`config.mk`:
```
export PLATFORM = sky130hd
export DESIGN_NAME = cmi_ctrl
export DESIGN_NICKNAME = d
export VERILOG_FILES = /design/src/common/cmi_pkg.sv /design/src/rtl/cmi_prienc.sv /design/src/rtl/cmi_slot_map.sv /design/src/rtl/cmi_ctrl.sv
export SDC_FILE = /design/constraint.sdc
export NUM_CORES = 1
export LEC_CHECK = 0
export CORE_MARGIN = 2
export CORE_UTILIZATION = 51
export CTS_CLUSTER_SIZE = 24
export DETAILED_ROUTE_END_ITERATION = 7
export DONT_BUFFER_PORTS = 1
export HOLD_SLACK_MARGIN = 0.1
export PLACE_DENSITY_LB_ADDON = 0.1
export RECOVER_POWER = 100
export SYNTH_ARGS = -nofsm -noshare
export SYNTH_HDL_FRONTEND = slang
export SYNTH_HIERARCHICAL = 1
export SYNTH_SLANG_ARGS = --single-unit
```
`constraint.sdc`:
```
create_clock -name sys_clk -period 5.74 [get_ports sys_clk]
set_input_delay 0.861 -clock sys_clk [delete_from_list [all_inputs] [get_ports sys_clk]]
set_output_delay 0.861 -clock sys_clk [all_outputs]
set_load 0.1 [all_outputs]
```
`src/common/cmi_pkg.sv`:
```
// Constants and types shared by the module interrupt controller
package cmi_pkg;

  // Register byte offsets on the APB slave
  localparam logic [11:0] CFG_OFF  = 12'h000;
  localparam logic [11:0] PEND_OFF = 12'h004;
  localparam logic [11:0] MASK_OFF = 12'h008;
  localparam logic [11:0] INSV_OFF = 12'h00C;

  // Configuration register layout
  localparam int unsigned CFG_W      = 24;
  localparam logic [23:0] CFG_RST    = 24'h000000;
  localparam logic [23:0] CFG_WMASK  = 24'hFFFFE1;
  localparam int unsigned SLOT_LSB   = 16;
  localparam int unsigned LEVEL_LSB  = 13;
  localparam int unsigned TOP_LSB    = 8;
  localparam int unsigned BASE_LSB   = 5;
  localparam int unsigned SPREAD_BIT = 0;

  // Source bits; reserved codes never hold a source
  localparam logic [31:0] SRC_RST   = 32'h00000000;
  localparam logic [31:0] SRC_VALID = 32'hFFF6DEFE;
  localparam logic [31:0] SCC_BITS  = 32'h78000000;
  localparam logic [4:0]  SCC1_CODE = 5'h1E;

  // Table positions of the channel slots
  localparam logic [4:0] POS_A     = 5'h1E;
  localparam logic [4:0] POS_B_GRP = 5'h1D;
  localparam logic [4:0] POS_C_GRP = 5'h1C;
  localparam logic [4:0] POS_D_GRP = 5'h1B;
  localparam logic [4:0] POS_B_SPR = 5'h13;
  localparam logic [4:0] POS_C_SPR = 5'h0D;
  localparam logic [4:0] POS_D_SPR = 5'h08;

  localparam logic [4:0] NO_TOP    = 5'h1F;
  localparam logic [4:0] ERR_CODE  = 5'h00;
  localparam logic [2:0] LEVEL_OFF = 3'h0;
  localparam logic [5:0] TOP_POS   = 6'h20;

  typedef enum logic [0:0] {
    CMI_IDLE   = 1'b0,
    CMI_ANSWER = 1'b1
  } cmi_ack_e;

endpackage : cmi_pkg

```
`src/rtl/cmi_prienc.sv`:
```
// Priority encoder: index of the highest set bit
`timescale 1ns/1ps
module cmi_prienc #(
  parameter int unsigned W  = 33,
  parameter int unsigned IW = 6
) (
  input  wire logic [W-1:0]  vec,
  output logic               found,
  output logic [IW-1:0]      index
);

  always_comb
  begin
    found = 1'b0;
    index = '0;
    for (int i = 0; i < W; i++)
    begin
      if (vec[i])
      begin
        found = 1'b1;
        index = IW'(i);
      end
    end
  end

endmodule : cmi_prienc

```
`src/rtl/cmi_slot_map.sv`:
```
// Reorders source bits into priority-table positions
`timescale 1ns/1ps
module cmi_slot_map (
  input  wire logic [31:0] src_vec,
  input  wire logic [7:0]  slot_sel,
  input  wire logic        spread,
  output logic [31:0]      pos_vec
);

  // Request of the channel named by a slot select field
  function automatic logic chan_bit(input logic [31:0] src, input logic [1:0] sel);
    logic [4:0] code;
    code = cmi_pkg::SCC1_CODE - {3'h0, sel};
    return src[code];
  endfunction : chan_bit

  always_comb
  begin
    pos_vec = src_vec & ~cmi_pkg::SCC_BITS;
    pos_vec[cmi_pkg::POS_A] = chan_bit(src_vec, slot_sel[1:0]);
    if (spread)
    begin
      pos_vec[cmi_pkg::POS_B_SPR] = chan_bit(src_vec, slot_sel[3:2]);
      pos_vec[cmi_pkg::POS_C_SPR] = chan_bit(src_vec, slot_sel[5:4]);
      pos_vec[cmi_pkg::POS_D_SPR] = chan_bit(src_vec, slot_sel[7:6]);
    end
    else
    begin
      pos_vec[cmi_pkg::POS_B_GRP] = chan_bit(src_vec, slot_sel[3:2]);
      pos_vec[cmi_pkg::POS_C_GRP] = chan_bit(src_vec, slot_sel[5:4]);
      pos_vec[cmi_pkg::POS_D_GRP] = chan_bit(src_vec, slot_sel[7:6]);
    end
  end

endmodule : cmi_slot_map

```
`src/rtl/cmi_ctrl.sv`:
```
// Module interrupt controller: priority, vectoring and APB registers
`timescale 1ns/1ps
module cmi_ctrl (
  input  wire logic        sys_clk,
  input  wire logic        reset,
  input  wire logic        psel,
  input  wire logic        penable,
  input  wire logic        pwrite,
  input  wire logic [11:0] paddr,
  input  wire logic [31:0] pwdata,
  output logic             pready,
  output logic [31:0]      prdata,
  output logic             pslverr,
  input  wire logic [31:0] src_event,
  output logic [2:0]       irq_level,
  input  wire logic        iack_req,
  input  wire logic [2:0]  iack_level,
  output logic             iack_valid,
  output logic [7:0]       iack_vector
);

  logic [23:0]       cfg_ff;
  logic [23:0]       nxt_cfg;
  logic [31:0]       pend_ff;
  logic [31:0]       nxt_pend;
  logic [31:0]       mask_ff;
  logic [31:0]       nxt_mask;
  logic [31:0]       insv_ff;
  logic [31:0]       nxt_insv;
  logic [31:0]       prdata_ff;
  logic [31:0]       nxt_prdata;
  logic [2:0]        irq_level_ff;
  logic [2:0]        nxt_irq_level;
  logic [7:0]        vector_ff;
  logic [7:0]        nxt_vector;
  cmi_pkg::cmi_ack_e state_ff;
  cmi_pkg::cmi_ack_e nxt_state;

  // Configuration fields
  wire logic [7:0]  slot_sel = cfg_ff[cmi_pkg::SLOT_LSB +: 8];
  wire logic [2:0]  level    = cfg_ff[cmi_pkg::LEVEL_LSB +: 3];
  wire logic [4:0]  top_src  = cfg_ff[cmi_pkg::TOP_LSB +: 5];
  wire logic [2:0]  base     = cfg_ff[cmi_pkg::BASE_LSB +: 3];
  wire logic        spread   = cfg_ff[cmi_pkg::SPREAD_BIT];
  wire logic        level_on = level != cmi_pkg::LEVEL_OFF;
  wire logic        top_used = top_src != cmi_pkg::NO_TOP;

  // Candidate set: pending and enabled
  wire logic [31:0] eligible = pend_ff & mask_ff;
  wire logic [31:0] top_hot  = top_used ? (32'h1 << top_src) : 32'h0;

  logic [31:0] req_pos;
  logic [31:0] isr_pos;
  logic        req_found;
  logic [5:0]  req_idx;
  logic        isr_found;
  logic [5:0]  isr_idx;

  // Reorder candidates and in-service bits by table position
  cmi_slot_map u_req_map (
    .src_vec  (eligible & ~top_hot),
    .slot_sel (slot_sel),
    .spread   (spread),
    .pos_vec  (req_pos)
  );

  cmi_slot_map u_isr_map (
    .src_vec  (insv_ff & ~top_hot),
    .slot_sel (slot_sel),
    .spread   (spread),
    .pos_vec  (isr_pos)
  );

  // Top-priority source sits above the whole table
  wire logic [32:0] req_all = {|(eligible & top_hot), req_pos};
  wire logic [32:0] isr_all = {|(insv_ff & top_hot), isr_pos};

  cmi_prienc #(
    .W  (33),
    .IW (6)
  ) u_req_enc (
    .vec   (req_all),
    .found (req_found),
    .index (req_idx)
  );

  cmi_prienc #(
    .W  (33),
    .IW (6)
  ) u_isr_enc (
    .vec   (isr_all),
    .found (isr_found),
    .index (isr_idx)
  );

  // Source number of a table position; channel slots resolve to codes picked by the slot select field
  function automatic logic [4:0] pos_to_src(
    input logic [4:0] pos,
    input logic [7:0] sel,
    input logic       spr
  );
    logic [4:0] src;
    src = pos;
    if (pos == cmi_pkg::POS_A)
      src = cmi_pkg::SCC1_CODE - {3'h0, sel[1:0]};
    else if (pos == (spr ? cmi_pkg::POS_B_SPR : cmi_pkg::POS_B_GRP))
      src = cmi_pkg::SCC1_CODE - {3'h0, sel[3:2]};
    else if (pos == (spr ? cmi_pkg::POS_C_SPR : cmi_pkg::POS_C_GRP))
      src = cmi_pkg::SCC1_CODE - {3'h0, sel[5:4]};
    else if (pos == (spr ? cmi_pkg::POS_D_SPR : cmi_pkg::POS_D_GRP))
      src = cmi_pkg::SCC1_CODE - {3'h0, sel[7:6]};
    return src;
  endfunction : pos_to_src

  // A request opens only above the highest position now in service
  wire logic req_open = req_found && (!isr_found || req_idx > isr_idx);
  wire logic [4:0] win_src = (req_idx == cmi_pkg::TOP_POS) ? top_src
                            : pos_to_src(req_idx[4:0], slot_sel, spread);
  wire logic [4:0] win_code = req_open ? win_src : cmi_pkg::ERR_CODE;

  // Acknowledge handling
  wire logic        ack_hit = iack_req && level_on && (iack_level == level);
  wire logic [31:0] ack_hot = (ack_hit && req_open) ? (32'h1 << win_src) : 32'h0;

  // APB decode
  wire logic sel_cfg  = paddr == cmi_pkg::CFG_OFF;
  wire logic sel_pend = paddr == cmi_pkg::PEND_OFF;
  wire logic sel_mask = paddr == cmi_pkg::MASK_OFF;
  wire logic sel_insv = paddr == cmi_pkg::INSV_OFF;
  wire logic addr_hit = sel_cfg || sel_pend || sel_mask || sel_insv;
  wire logic access   = psel && penable;
  wire logic wr_en    = access && pwrite && addr_hit;
  wire logic rd_setup = psel && !penable && !pwrite;

  wire logic [31:0] clr_pend = (wr_en && sel_pend) ? pwdata : 32'h0;
  wire logic [31:0] clr_insv = (wr_en && sel_insv) ? pwdata : 32'h0;

  wire logic [31:0] rd_mux = sel_cfg  ? {8'h00, cfg_ff}
                           : sel_pend ? pend_ff
                           : sel_mask ? mask_ff
                           : sel_insv ? insv_ff
                           : 32'h0;

  assign pready  = 1'b1;
  assign pslverr = access && !addr_hit;
  assign prdata  = prdata_ff;

  // Next-state logic; hardware sets win over software clears
  assign nxt_cfg     = (wr_en && sel_cfg) ? (pwdata[23:0] & cmi_pkg::CFG_WMASK)
                                          : cfg_ff;
  assign nxt_mask    = (wr_en && sel_mask) ? (pwdata & cmi_pkg::SRC_VALID)
                                           : mask_ff;
  assign nxt_pend    = (pend_ff & ~clr_pend & ~ack_hot)
                     | (src_event & cmi_pkg::SRC_VALID);
  assign nxt_insv    = (insv_ff & ~clr_insv) | ack_hot;
  assign nxt_prdata  = rd_setup ? rd_mux : prdata_ff;
  assign nxt_irq_level = (req_open && level_on) ? level : cmi_pkg::LEVEL_OFF;
  assign nxt_vector  = ack_hit ? {base, win_code} : vector_ff;
  assign nxt_state   = ack_hit ? cmi_pkg::CMI_ANSWER : cmi_pkg::CMI_IDLE;

  always_ff @(posedge sys_clk or posedge reset)
  begin
    if (reset)
    begin
      cfg_ff <= cmi_pkg::CFG_RST;
      pend_ff <= cmi_pkg::SRC_RST;
      mask_ff <= cmi_pkg::SRC_RST;
      insv_ff <= cmi_pkg::SRC_RST;
    end
    else
    begin
      cfg_ff <= nxt_cfg;
      pend_ff <= nxt_pend;
      mask_ff <= nxt_mask;
      insv_ff <= nxt_insv;
    end
  end

  always_ff @(posedge sys_clk or posedge reset)
  begin
    if (reset)
    begin
      prdata_ff <= 32'h00000000;
      irq_level_ff <= cmi_pkg::LEVEL_OFF;
      vector_ff <= 8'h00;
      state_ff <= cmi_pkg::CMI_IDLE;
    end
    else
    begin
      prdata_ff <= nxt_prdata;
      irq_level_ff <= nxt_irq_level;
      vector_ff <= nxt_vector;
      state_ff <= nxt_state;
    end
  end

  assign irq_level   = irq_level_ff;
  assign iack_vector = vector_ff;
  assign iack_valid  = state_ff == cmi_pkg::CMI_ANSWER;
endmodule : cmi_ctrl

```
# --- Word-level counts from Yosys, hierarchy flattened ---
# Index checks and enable logic that the tools add are counted.
op_classes:
  eq_ne: 10
  n_shift: 2
  muxes: 173
  order_cmp: 5
  n_addsub: 4
  reduce_logical: 27
  bitwise_logic: 14
op_table:
  columns: ["op", "count"]
  rows:
  - ["$and 32x32->32", 8]
  - ["$mux 32", 8]
  - ["$mux 5", 40]
  - ["$not 32->32", 4]
  - ["$mux 1", 83]
  - ["$mux 4", 17]
  - ["$or 32x32->32", 2]
  - ["$reduce_or 32->1", 2]
  - ["$shl 1x5->32 const A", 2]
  - ["$bmux 1 s5", 8]
  - ["$mux 3", 11]
  - ["$eq 12x4->1 const B", 2]
  - ["$lt 5x6->1 const B", 4]
  - ["$sub 2x3->4 const A", 4]
  - ["$eq 5x5->1", 3]
  - ["$logic_and 1x1->1", 15]
  - ["$eq 12x3->1 const B", 1]
  - ["$logic_not 12->1", 1]
  - ["$mux 6", 2]
  - ["$mux 2", 4]
  - ["$eq 6x6->1 const B", 1]
  - ["$gt 6x6->1", 1]
  - ["$eq 5x5->1 const B", 1]
  - ["$ne 5x5->1 const B", 1]
  - ["4 further kinds", 10]
totals:
  word_cells: 243
  out_inout_bits: 46
  reg_bits: 155

# --- Logic depth before layout (Yosys ltp) ---
# Gate-level depths: netlist of the first run.
depth:
  depth_word: 47
  depth_mapped: 23

# --- Hierarchy ---
# The synthesis of the first run kept the hierarchy.
by_module_without_submodules:
  columns: ["module", "cells_each", "seq_area_each_um2", "instances", "area_per_inst_um2"]
  rows:
  - ["cmi_ctrl", 899, 3878.7, 1, 8420.6]
  - ["cmi_slot_map", 63, 0.0, 2, 561.8]
  - ["cmi_prienc", 65, 0.0, 2, 357.8]

# --- Worst setup path after synthesis of the first run ---
# Ideal clock, no wire load.
synth_timing:
  kind: "reg2reg"
  from: "register cfg_ff[8]"
  to: "register pend_ff[4]"
  period_less_slack_ps: 4868
  setup_time_ps: 120
  stages_incl_launch_ff: 23
  t_arrival_ps: 4749
  n_path_buf: 4
  setup_slack_ps: 872
  cell_sequence: "dfrtp_1 -> clkbuf_1 -> or2_2 -> clkbuf_1 -> nor2_1 -> nor2_1 -> mux2i_1 -> mux4_2 -> o21ai_1 -> a2111oi_0 -> o31ai_1 -> o2111ai_1 -> a221oi_1 -> clkbuf_1 -> inv_1 -> ha_1 -> nand4_1 -> o21a_1 -> o311ai_0 -> nor3_1 -> buf_2 -> nand4_1 -> a31o_1"
synth_lines:
  columns: ["element", "line_no", "text"]
  rows:
  - ["start: declaration", "cmi_ctrl.sv:22", "logic [23:0] cfg_ff;"]
  - ["start signal: assignment", "cmi_ctrl.sv:165", "cfg_ff <= cmi_pkg::CFG_RST;"]
  - ["start signal: assignment", "cmi_ctrl.sv:172", "cfg_ff <= nxt_cfg;"]
  - ["$ne 5x5->1 or $shl 1x5->32 (tied branches)", "cmi_ctrl.sv:46, cmi_ctrl.sv:50", null]
  - ["$mux 32 *", "cmi_ctrl.sv:50", "wire logic [31:0] top_hot = top_used ? (32'h1 << top_src) : 32'h0;"]
  - ["$not 32->32 *", "cmi_ctrl.sv:61", ".src_vec (eligible & ~top_hot),"]
  - ["$and 32x32->32 *", "cmi_ctrl.sv:61", null]
  - ["$bmux 1 s5", "cmi_slot_map.sv:14", "return src[code];"]
  - ["$mux 1 (not written as such)", "cmi_slot_map.sv:14", null]
  - ["$mux 1 *", "cmi_slot_map.sv:21", "if (spread)"]
  - ["via req_all[13]", "cmi_ctrl.sv:75", "wire logic [32:0] req_all = {|(eligible & top_hot), req_pos};"]
  - ["[20 not listed]", null, null]
  - ["via req_idx[0]", "cmi_ctrl.sv:55", "logic [5:0] req_idx;"]
  - ["[4 not listed]", null, null]
  - ["$mux 5", "cmi_ctrl.sv:104", "if (pos == cmi_pkg::POS_A)"]
  - ["$mux 5", "cmi_ctrl.sv:117", "wire logic [4:0] win_src = (req_idx == cmi_pkg::TOP_POS) ? top_src"]
  - ["$shl 1x5->32", "cmi_ctrl.sv:123", "wire logic [31:0] ack_hot = (ack_hit && req_open) ? (32'h1 << win_src) : 32'h0;"]
  - ["$mux 32 *", "cmi_ctrl.sv:123", null]
  - ["$not 32->32 *", "cmi_ctrl.sv:153", "assign nxt_pend = (pend_ff & ~clr_pend & ~ack_hot)"]
  - ["$and 32x32->32 *", "cmi_ctrl.sv:153", null]
  - ["$or 32x32->32 *", "cmi_ctrl.sv:154", "| (src_event & cmi_pkg::SRC_VALID);"]
  - ["via nxt_pend[4]", "cmi_ctrl.sv:25", "logic [31:0] nxt_pend;"]
  - ["end signal: assignment", "cmi_ctrl.sv:166", "pend_ff <= cmi_pkg::SRC_RST;"]
  - ["end signal: assignment", "cmi_ctrl.sv:173", "pend_ff <= nxt_pend;"]
  - ["end: declaration", "cmi_ctrl.sv:24", "logic [31:0] pend_ff;"]
# Mark *: on every way through the listed nets, which the timed path passes. The rest lies on a longest branch. The select of a mux whose other input is x is not followed.
# A chain may end at the register's enable or synchronous reset.

# --- Final worst setup path of the first run ---
layout_timing:
  from: "register cfg_ff[10]"
  to: "register pend_ff[31]"
layout_lines:
  columns: ["element", "line_no"]
  rows:
  - ["$ne 5x5->1 or $shl 1x5->32 (tied branches)", "cmi_ctrl.sv:46, cmi_ctrl.sv:50"]
  - ["$mux 32 *", "cmi_ctrl.sv:50"]
  - ["$not 32->32 *", "cmi_ctrl.sv:61"]
  - ["$and 32x32->32 *", "cmi_ctrl.sv:61"]
  - ["$bmux 1 s5", "cmi_slot_map.sv:14"]
  - ["$mux 1 (not written as such)", "cmi_slot_map.sv:14"]
  - ["$mux 1 *", "cmi_slot_map.sv:21"]
  - ["via req_all[8]", "cmi_ctrl.sv:75"]
  - ["[25 not listed]", null]
  - ["via req_idx[0]", "cmi_ctrl.sv:55"]
  - ["[4 not listed]", null]
  - ["$mux 5", "cmi_ctrl.sv:104"]
  - ["$mux 5", "cmi_ctrl.sv:117"]
  - ["$shl 1x5->32", "cmi_ctrl.sv:123"]
  - ["$mux 32 *", "cmi_ctrl.sv:123"]
  - ["$not 32->32 *", "cmi_ctrl.sv:153"]
  - ["$and 32x32->32 *", "cmi_ctrl.sv:153"]
  - ["$or 32x32->32 *", "cmi_ctrl.sv:154"]
  - ["via nxt_pend[31]", "cmi_ctrl.sv:25"]
# Marked as above.

==> results.ini, run 1 <==
[final_layout]
fin_util_pct=56.5
num_antenna_cells=0
fillCellCount=1800
layoutNonFillerInstCount=1404
drive_gt1_share_pct=14.8
final_common_cell=nand2_1
syn_to_final_growth_pct=7.83
fin_nets=1230
stdcell_area_um2=11100
final_cell_mix=182 x nand2_1, 155 x dfrtp_1, 121 x nor2_1

[synth]
synth_largest_area_cell=dfrtp_1
netlist-cell-type-count=85
syn_avg_cell_area_um2=8.88
synthCells=1155
synth_top_area_share_pct=37.8
synthArstFlopShare_pct=100
synth_area_leaders=dfrtp_1 38%, nand2_1 6.7%, mux2_2 5.0%
yosysSeqAreaShare_pct=37.8
ys_ff_latch=155
synth_edf_count=0
synth_top_flop_cell=dfrtp_1
yosysWarningCount=6
synth_area_um2=10300

[sta]
tightest_slew_ns=4.29
drv_slew=190
fin_crit_sh_pct=94.1
slew_headroom_pct=-186
setup_tns_ns=0
rsz0062_at_grt=no
fin_ws_ns=0.341
final-hold-violation-count=0
finalSetupViolations=0
finalClockSkew_ns=0.0116
fmax_ghz=0.185
fin_crit_ns=5.40
holdWs_ns=0.504

[grt]
gr-max-usage-layer=met2
grt_util_met1_pct=48.9
grt_pass1_wl_mm=54.7
grt_usage_pct=34.2
grt_max_degree=115
grt_antenna_before_repair=0
grt_overflow=0
use_met3_pct=9.25
grt_pass1_vias=8776
grt_use_met2_pct=50.8

[drt]
viasPerCell=6.70
routed_wl_mm=36.7
drc=0
dr.first_iter.drc_count=1151
routedWlPerCell_um=26.2
ant_nets=0
num_vias=9402
dr.pass1.iters=6

[place]
place.gp.congestion=1.01
place.port_buffers=0
dpl_cell_area_um2=10500
pre_cts_slack_ns=0.203
dp_hpwl_mm=27.2
post-place-cells=1373

[floorplanning]
core-area_um2=19600
die_height_um=146
die_area_um2=21300
num_rows=51
start_util_pct=52.4
die_x_um=146
io_pins=131

[setup_path]
path_class=flip-flop to flip-flop
critPathLaunchType=flip-flop
cp_slowest_cell=a2111oi_0
r2r-end=pend_ff[31]
crit_family=compound AO/OA/AOI/OAI gates
path_max_fanout=13
crit_path_end_kind=flip-flop
critPathBufInv=3
startpoint=cfg_ff[10]
rrSetupSlack_ns=0.34
path_cells=buf_4, nand3_1, nor2_1, nor2_1, nor2b_1, a2111oi_0, o41ai_2, o31ai_1, o2111ai_1, a221oi_2, inv_1, ha_1, nand2b_1, a21oi_1, o311a_1, nand4_1, nor4_1, buf_4, o21bai_1
crit_required_ns=6.05
cpPeakStageDelay_ns=0.66
r2r_cells=19
reg2reg_from=cfg_ff[10]
cp_data_arrival_time_ns=5.71

[clocking]
clk_pin_slew_ns=0.06
cts_resized=0
postCtsSetupBuffers=0
clockBufferDepth=2
cts.htree.levels=4
clock-root-buffer=clkbuf_16
worstSkewPairLatency_ns=0.43
numCtsBuffers=17
hold_buffers=0
clock-sinks=155
tritoncts=built

[hold_path]
min_delay_worst_endpoint=pend_ff[19]
hold_path.class=flip-flop to flip-flop
holdPathStages=2
worstHoldStart=pend_ff[19]

[flow_run]
cap_violations=4

[outcome]
violations=capacitance limit, slew limit
outcome=finished, violations left

[pwr]
p_leak_nw=4.58
power_density_nw_per_um2=247
ir_drop_uv=237
finalPower_mw=2.73

synthesized netlist by cell type (all sizes together) (15+ instances only):
cell type    n
mux2        58
nand3       23
a22oi       15
mux2i       17
nor2       123
a21oi       36
o21ai       26
clkbuf      36
ha          18
nor4        25
nor2b       29
dfrtp      155
nand4       26
inv         39
nand2      183
a31oi       29
buf         74
a222oi      25
nor3        32
a31o        17
layout make-up:
cell class              count  area [um^2]  area share (%)
clock buffers              20          447            4.04
clock inverters            11          136            1.23
inverters                  39          146            1.32
multi-input cells         855         5610            50.7
flip-flops and latches    155         3880            35.1
well taps                 265          332            3.00
repair buffers             59          517            4.67
how the worst max path moves through the flow:
| stage | end | slack (ns) | cells after the start |
|---|---|---|---|
| 2_1_floorplan | cfg_ff[0] | 0.70 | 1 |
| 3_3_place_gp | pend_ff[13] | 0.28 | 19 |
| 3_5_place_dp | pend_ff[13] | 0.20 | 19 |
| 4_1_cts | pend_ff[13] | 0.18 | 19 |
| 5_1_grt | pend_ff[31] | 0.001 | 21 |
| 6_report | pend_ff[31] | 0.34 | 19 |
sequential cells by signal, indices dropped and copies added, names as in the netlist:
signal,count
irq_level,3
pend_ff,32
insv_ff,32
prdata,32
mask_ff,27
iack_valid,1
iack_vector,8
cfg_ff,20
cells by family after synthesis:
logic type	synth area share [%]
flip-flops	37.8
adder cells (fa/ha/maj)	2.20
other	0.0732
AND/OR/NAND/NOR	22.6
AO/OA/AOI/OAI	19.3
multiplexers	9.78
buffers and inverters	7.99
XOR/XNOR	0.171
worst register-to-register path, cell delays in order, from the launching register on:
cell and delay (ns):
dfrtp_1 0.38, buf_4 0.22, nand3_1 0.21, nor2_1 0.19, nor2_1 0.14, nor2b_1 0.16, a2111oi_0 0.66, o41ai_2 0.24
o31ai_1 0.33, o2111ai_1 0.18, a221oi_2 0.47, inv_1 0.19, ha_1 0.23, nand2b_1 0.13, a21oi_1 0.19, o311a_1 0.39
nand4_1 0.39, nor4_1 0.34, buf_4 0.19, o21bai_1 0.07
metal layers:
| layer | vias to the layer above | share of wire (%) | routed length [um] |
|---|---|---|---|
| li1 | 4153 | - | - |
| met1 | 4681 | 42 | 15400 |
| met2 | 514 | 44 | 16300 |
| met3 | 54 | 11 | 4030 |
| met4 | 0 | 2.7 | 1000 |
| met5 | - | 0 | 0 |
power breakdown:
part	switching, mW	internal [mW]	total, mW
sequential	0.288	1.12	1.41
clock	0.476	0.657	1.13
combinational	0.125	0.0668	0.192
total	0.889	1.84	2.73
Note: power is estimated with default switching activity, not from simulation.
==> run 2, diff against run 1 <==
Clock period 5.74 ns to 4.5 ns, I/O delays scaled along.
==> run 2 against run 1 <==
Flip-flop and latch count stayed put. The flow finishes with violations (capacitance limit, slew limit, setup timing). First-iteration DRC count is 3.1% higher. Clock-buffer cell count is 3 lower. Worst setup slack worse by 0.42 ns. Global-route usage is 2.0 points higher. Via count is 8.4% higher. Sequential share of layout area is 6.0 points lower. Cell area is 21% higher.
==> results.ini, run 2 (same netlist as run 1, synthesis figures left out) <==
[setup_path]
startpoint=cfg_ff[10]
path_depth=20  ; +1
path_cells=buf_4, buf_4, or3b_4, nor2_1, buf_4, nand3_1, nand4_1, nor4_2, nand4_1, a211o_1, o22ai_4, and4bb_2, o211a_4, a221o_1, buf_6, a2bb2oi_4, buf_12, clkbuf_16, nand4_1, a31o_1
rrSetupSlack_ns=-0.08  ; -0.42 ns
cpPeakStageDelay_ns=0.44  ; -0.22 ns
critPathLaunchType=flip-flop
crit_end=pend_ff[23]
crit_required_ns=4.83  ; -1.22 ns
reg2reg_from=cfg_ff[10]
path_max_fanout=9  ; -4
path_class=flip-flop to flip-flop
r2r_cells=20  ; +1
cp_data_arrival_time_ns=4.91  ; -0.80 ns
r2r-end=pend_ff[23]
crit_family=compound AO/OA/AOI/OAI gates
crit_path_end_kind=flip-flop
critPathBufInv=6  ; +3
cp_slowest_cell=dfrtp_2

[grt]
grt_max_degree=156  ; +36%
grt_pass1_vias=9655  ; +10%
grt_usage_pct=36.2  ; +2.0 points
grt_overflow=0  ; unchanged
grt_pass1_wl_mm=58.3  ; +6.7%
grt_antenna_before_repair=0  ; unchanged

[floorplanning]
core-area_um2=19600  ; unchanged
io_pins=131  ; unchanged
die_x_um=146  ; unchanged
die_area_um2=21300  ; unchanged
die_height_um=146  ; unchanged
start_util_pct=52.4  ; unchanged
num_rows=51  ; unchanged

[drt]
ant_nets=0  ; unchanged
routed_wl_mm=40.3  ; +9.7%
routedWlPerCell_um=25.8  ; -1.4%
dr_wl_met2_mm=18.2  ; +12%
dr.max_layer_used=met4
met1_length_mm=16.7  ; +8.0%
dr.first_iter.drc_count=1187  ; +3.1%
met3_length_mm=4.10  ; +1.7%
viasPerCell=6.52  ; -2.6%
dr.pass1.iters=7  ; +1
num_vias=10200  ; +8.4%
drc=0  ; unchanged

[place]
place.gp.congestion=1.07  ; +6.2%
dp_hpwl_mm=28.4  ; +4.2%
post-place-cells=1489  ; +8.4%
place.port_buffers=0  ; unchanged
dpl_cell_area_um2=11400  ; +8.6%

[final_layout]
syn_to_final_growth_pct=30.2
layoutNonFillerInstCount=1563  ; +11%
drive_gt1_share_pct=34.7  ; +20 points
fin_nets=1388  ; +13%
fin_util_pct=68.2  ; +12 points
final_common_cell=buf_4
num_antenna_cells=0  ; unchanged
final_cell_mix=176 x buf_4, 175 x nand2_1, 151 x dfrtp_1
stdcell_area_um2=13400  ; +21%

[hold_path]
worstHoldStart=src_event[2]
hold_path.class=primary input to flip-flop

[sta]
fmax_ghz=0.218  ; +18%
final-hold-violation-count=0  ; unchanged
holdWs_ns=0.338  ; -0.166 ns
slew_headroom_pct=-133  ; +53 points
fin_crit_sh_pct=102  ; +7.8 points
fin_ws_ns=-0.0816  ; -0.423 ns
drv_slew=212  ; +12%
finalSetupViolations=36  ; +36
rsz0062_at_grt=yes
fin_crit_ns=4.58  ; -0.817 ns
tightest_slew_ns=3.49  ; -0.798 ns
finalClockSkew_ns=0.0109  ; -0.000679 ns

[pwr]
p_leak_nw=5.59  ; +22%
p_sw_share_pct=34.4  ; +1.9 points
p_clk_share_pct=40.6  ; -0.8 points
power_density_nw_per_um2=271  ; +9.8%
finalPower_mw=3.62  ; +33%
power.switching_mw=1.25  ; +40%
p_comb_share_pct=9.9  ; +2.9 points
seq_power_share_pct=49.6  ; -2.0 points
ir_drop_uv=363  ; +53%
power.internal_mw=2.38  ; +29%

[clocking]
hold_buffers=0  ; unchanged
clk_pin_slew_ns=0.07  ; about the same
cts.htree.levels=4  ; unchanged
clockBufferDepth=2  ; unchanged
numCtsBuffers=17  ; unchanged
worstSkewPairLatency_ns=0.44  ; about the same
clock-sinks=155  ; unchanged
tritoncts=built
clock-root-buffer=clkbuf_16

[flow_run]
cap_violations=4  ; unchanged

[outcome]
violations=capacitance limit, slew limit, setup timing
outcome=finished, violations left

-- run 2: cell count changes in the layout (fill, tap and decap cells not counted), moves of 9 or more --
cell,before,now
nor2_2,2,15
buf_6,0,20
nor2_4,0,14
nor2_1,121,94
buf_4,48,176
nor4_4,0,9
nor4_1,22,10
-- run 2: metrics by stage --
| stage | setup slack (ns) | setup TNS, ns |
|---|---|---|
| after floorplan | 0.0135 | 0 |
| after global placement | -0.318 | -13.47 |
| after detailed placement | -0.385 | -16.64 |
| after CTS | -0.0406 | -0.0734 |
| after global routing | -0.221 | -9.74 |
| final | -0.0816 | -1.47 |
-- run 2: power groups by stage --
stage	clock network [mW]	registers [mW]	logic [mW]
finish	1.47	1.80	0.358
CTS	1.48	1.80	0.286
detailed placement	0	1.82	0.255
global route	1.54	1.80	0.382
global placement	0	1.82	0.253
floorplan	0	1.81	0.161
-- run 2: worst min path at each step --
stage                     slack [ns]  cells after the start           to
after floorplan                 0.47                      1  insv_ff[31]
after global routing            0.32                      1   pend_ff[2]
after detailed placement        0.49                      1   pend_ff[0]
final                           0.34                      1   pend_ff[2]
after global placement          0.49                      2  pend_ff[16]
after CTS                       0.33                      1   pend_ff[2]
-- run 2: worst register-to-register path, stage by stage (launching register included) --
cell	delay [ns]
dfrtp_2	0.44
buf_4	0.16
buf_4	0.18
or3b_4	0.29
nor2_1	0.07
buf_4	0.14
nand3_1	0.07
nand4_1	0.13
nor4_2	0.29
nand4_1	0.27
a211o_1	0.39
o22ai_4	0.18
and4bb_2	0.29
o211a_4	0.26
a221o_1	0.41
buf_6	0.14
a2bb2oi_4	0.15
buf_12	0.14
clkbuf_16	0.18
nand4_1	0.10
a31o_1	0.22
-- run 2: metal layers --
layer,GRT usage [%],vias up
met4,12.5,0
met1,50.8,5021
met5,0,-
met3,7.40,96
li1,-,4487
met2,55.8,591
-- run 2: timing repair --
| item | in CTS | in global routing |
|---|---|---|
| pin swaps | 25 | 50 |
| buffers inserted | 14 | 25 |
| cloned | 2 | 3 |
| setup endpoints to repair | 69 | 69 |
| resized for setup | 80 | 125 |
-- run 2: area by class of cell --
class,count,area (um^2)
Clock buffer,17,425
Clock inverter,15,176
Fill cell,1580,6230
Inverter,39,148
Multi-Input combinational cell,856,6550
Sequential cell,155,3880
Tap cell,265,332
Timing Repair Buffer,216,1850
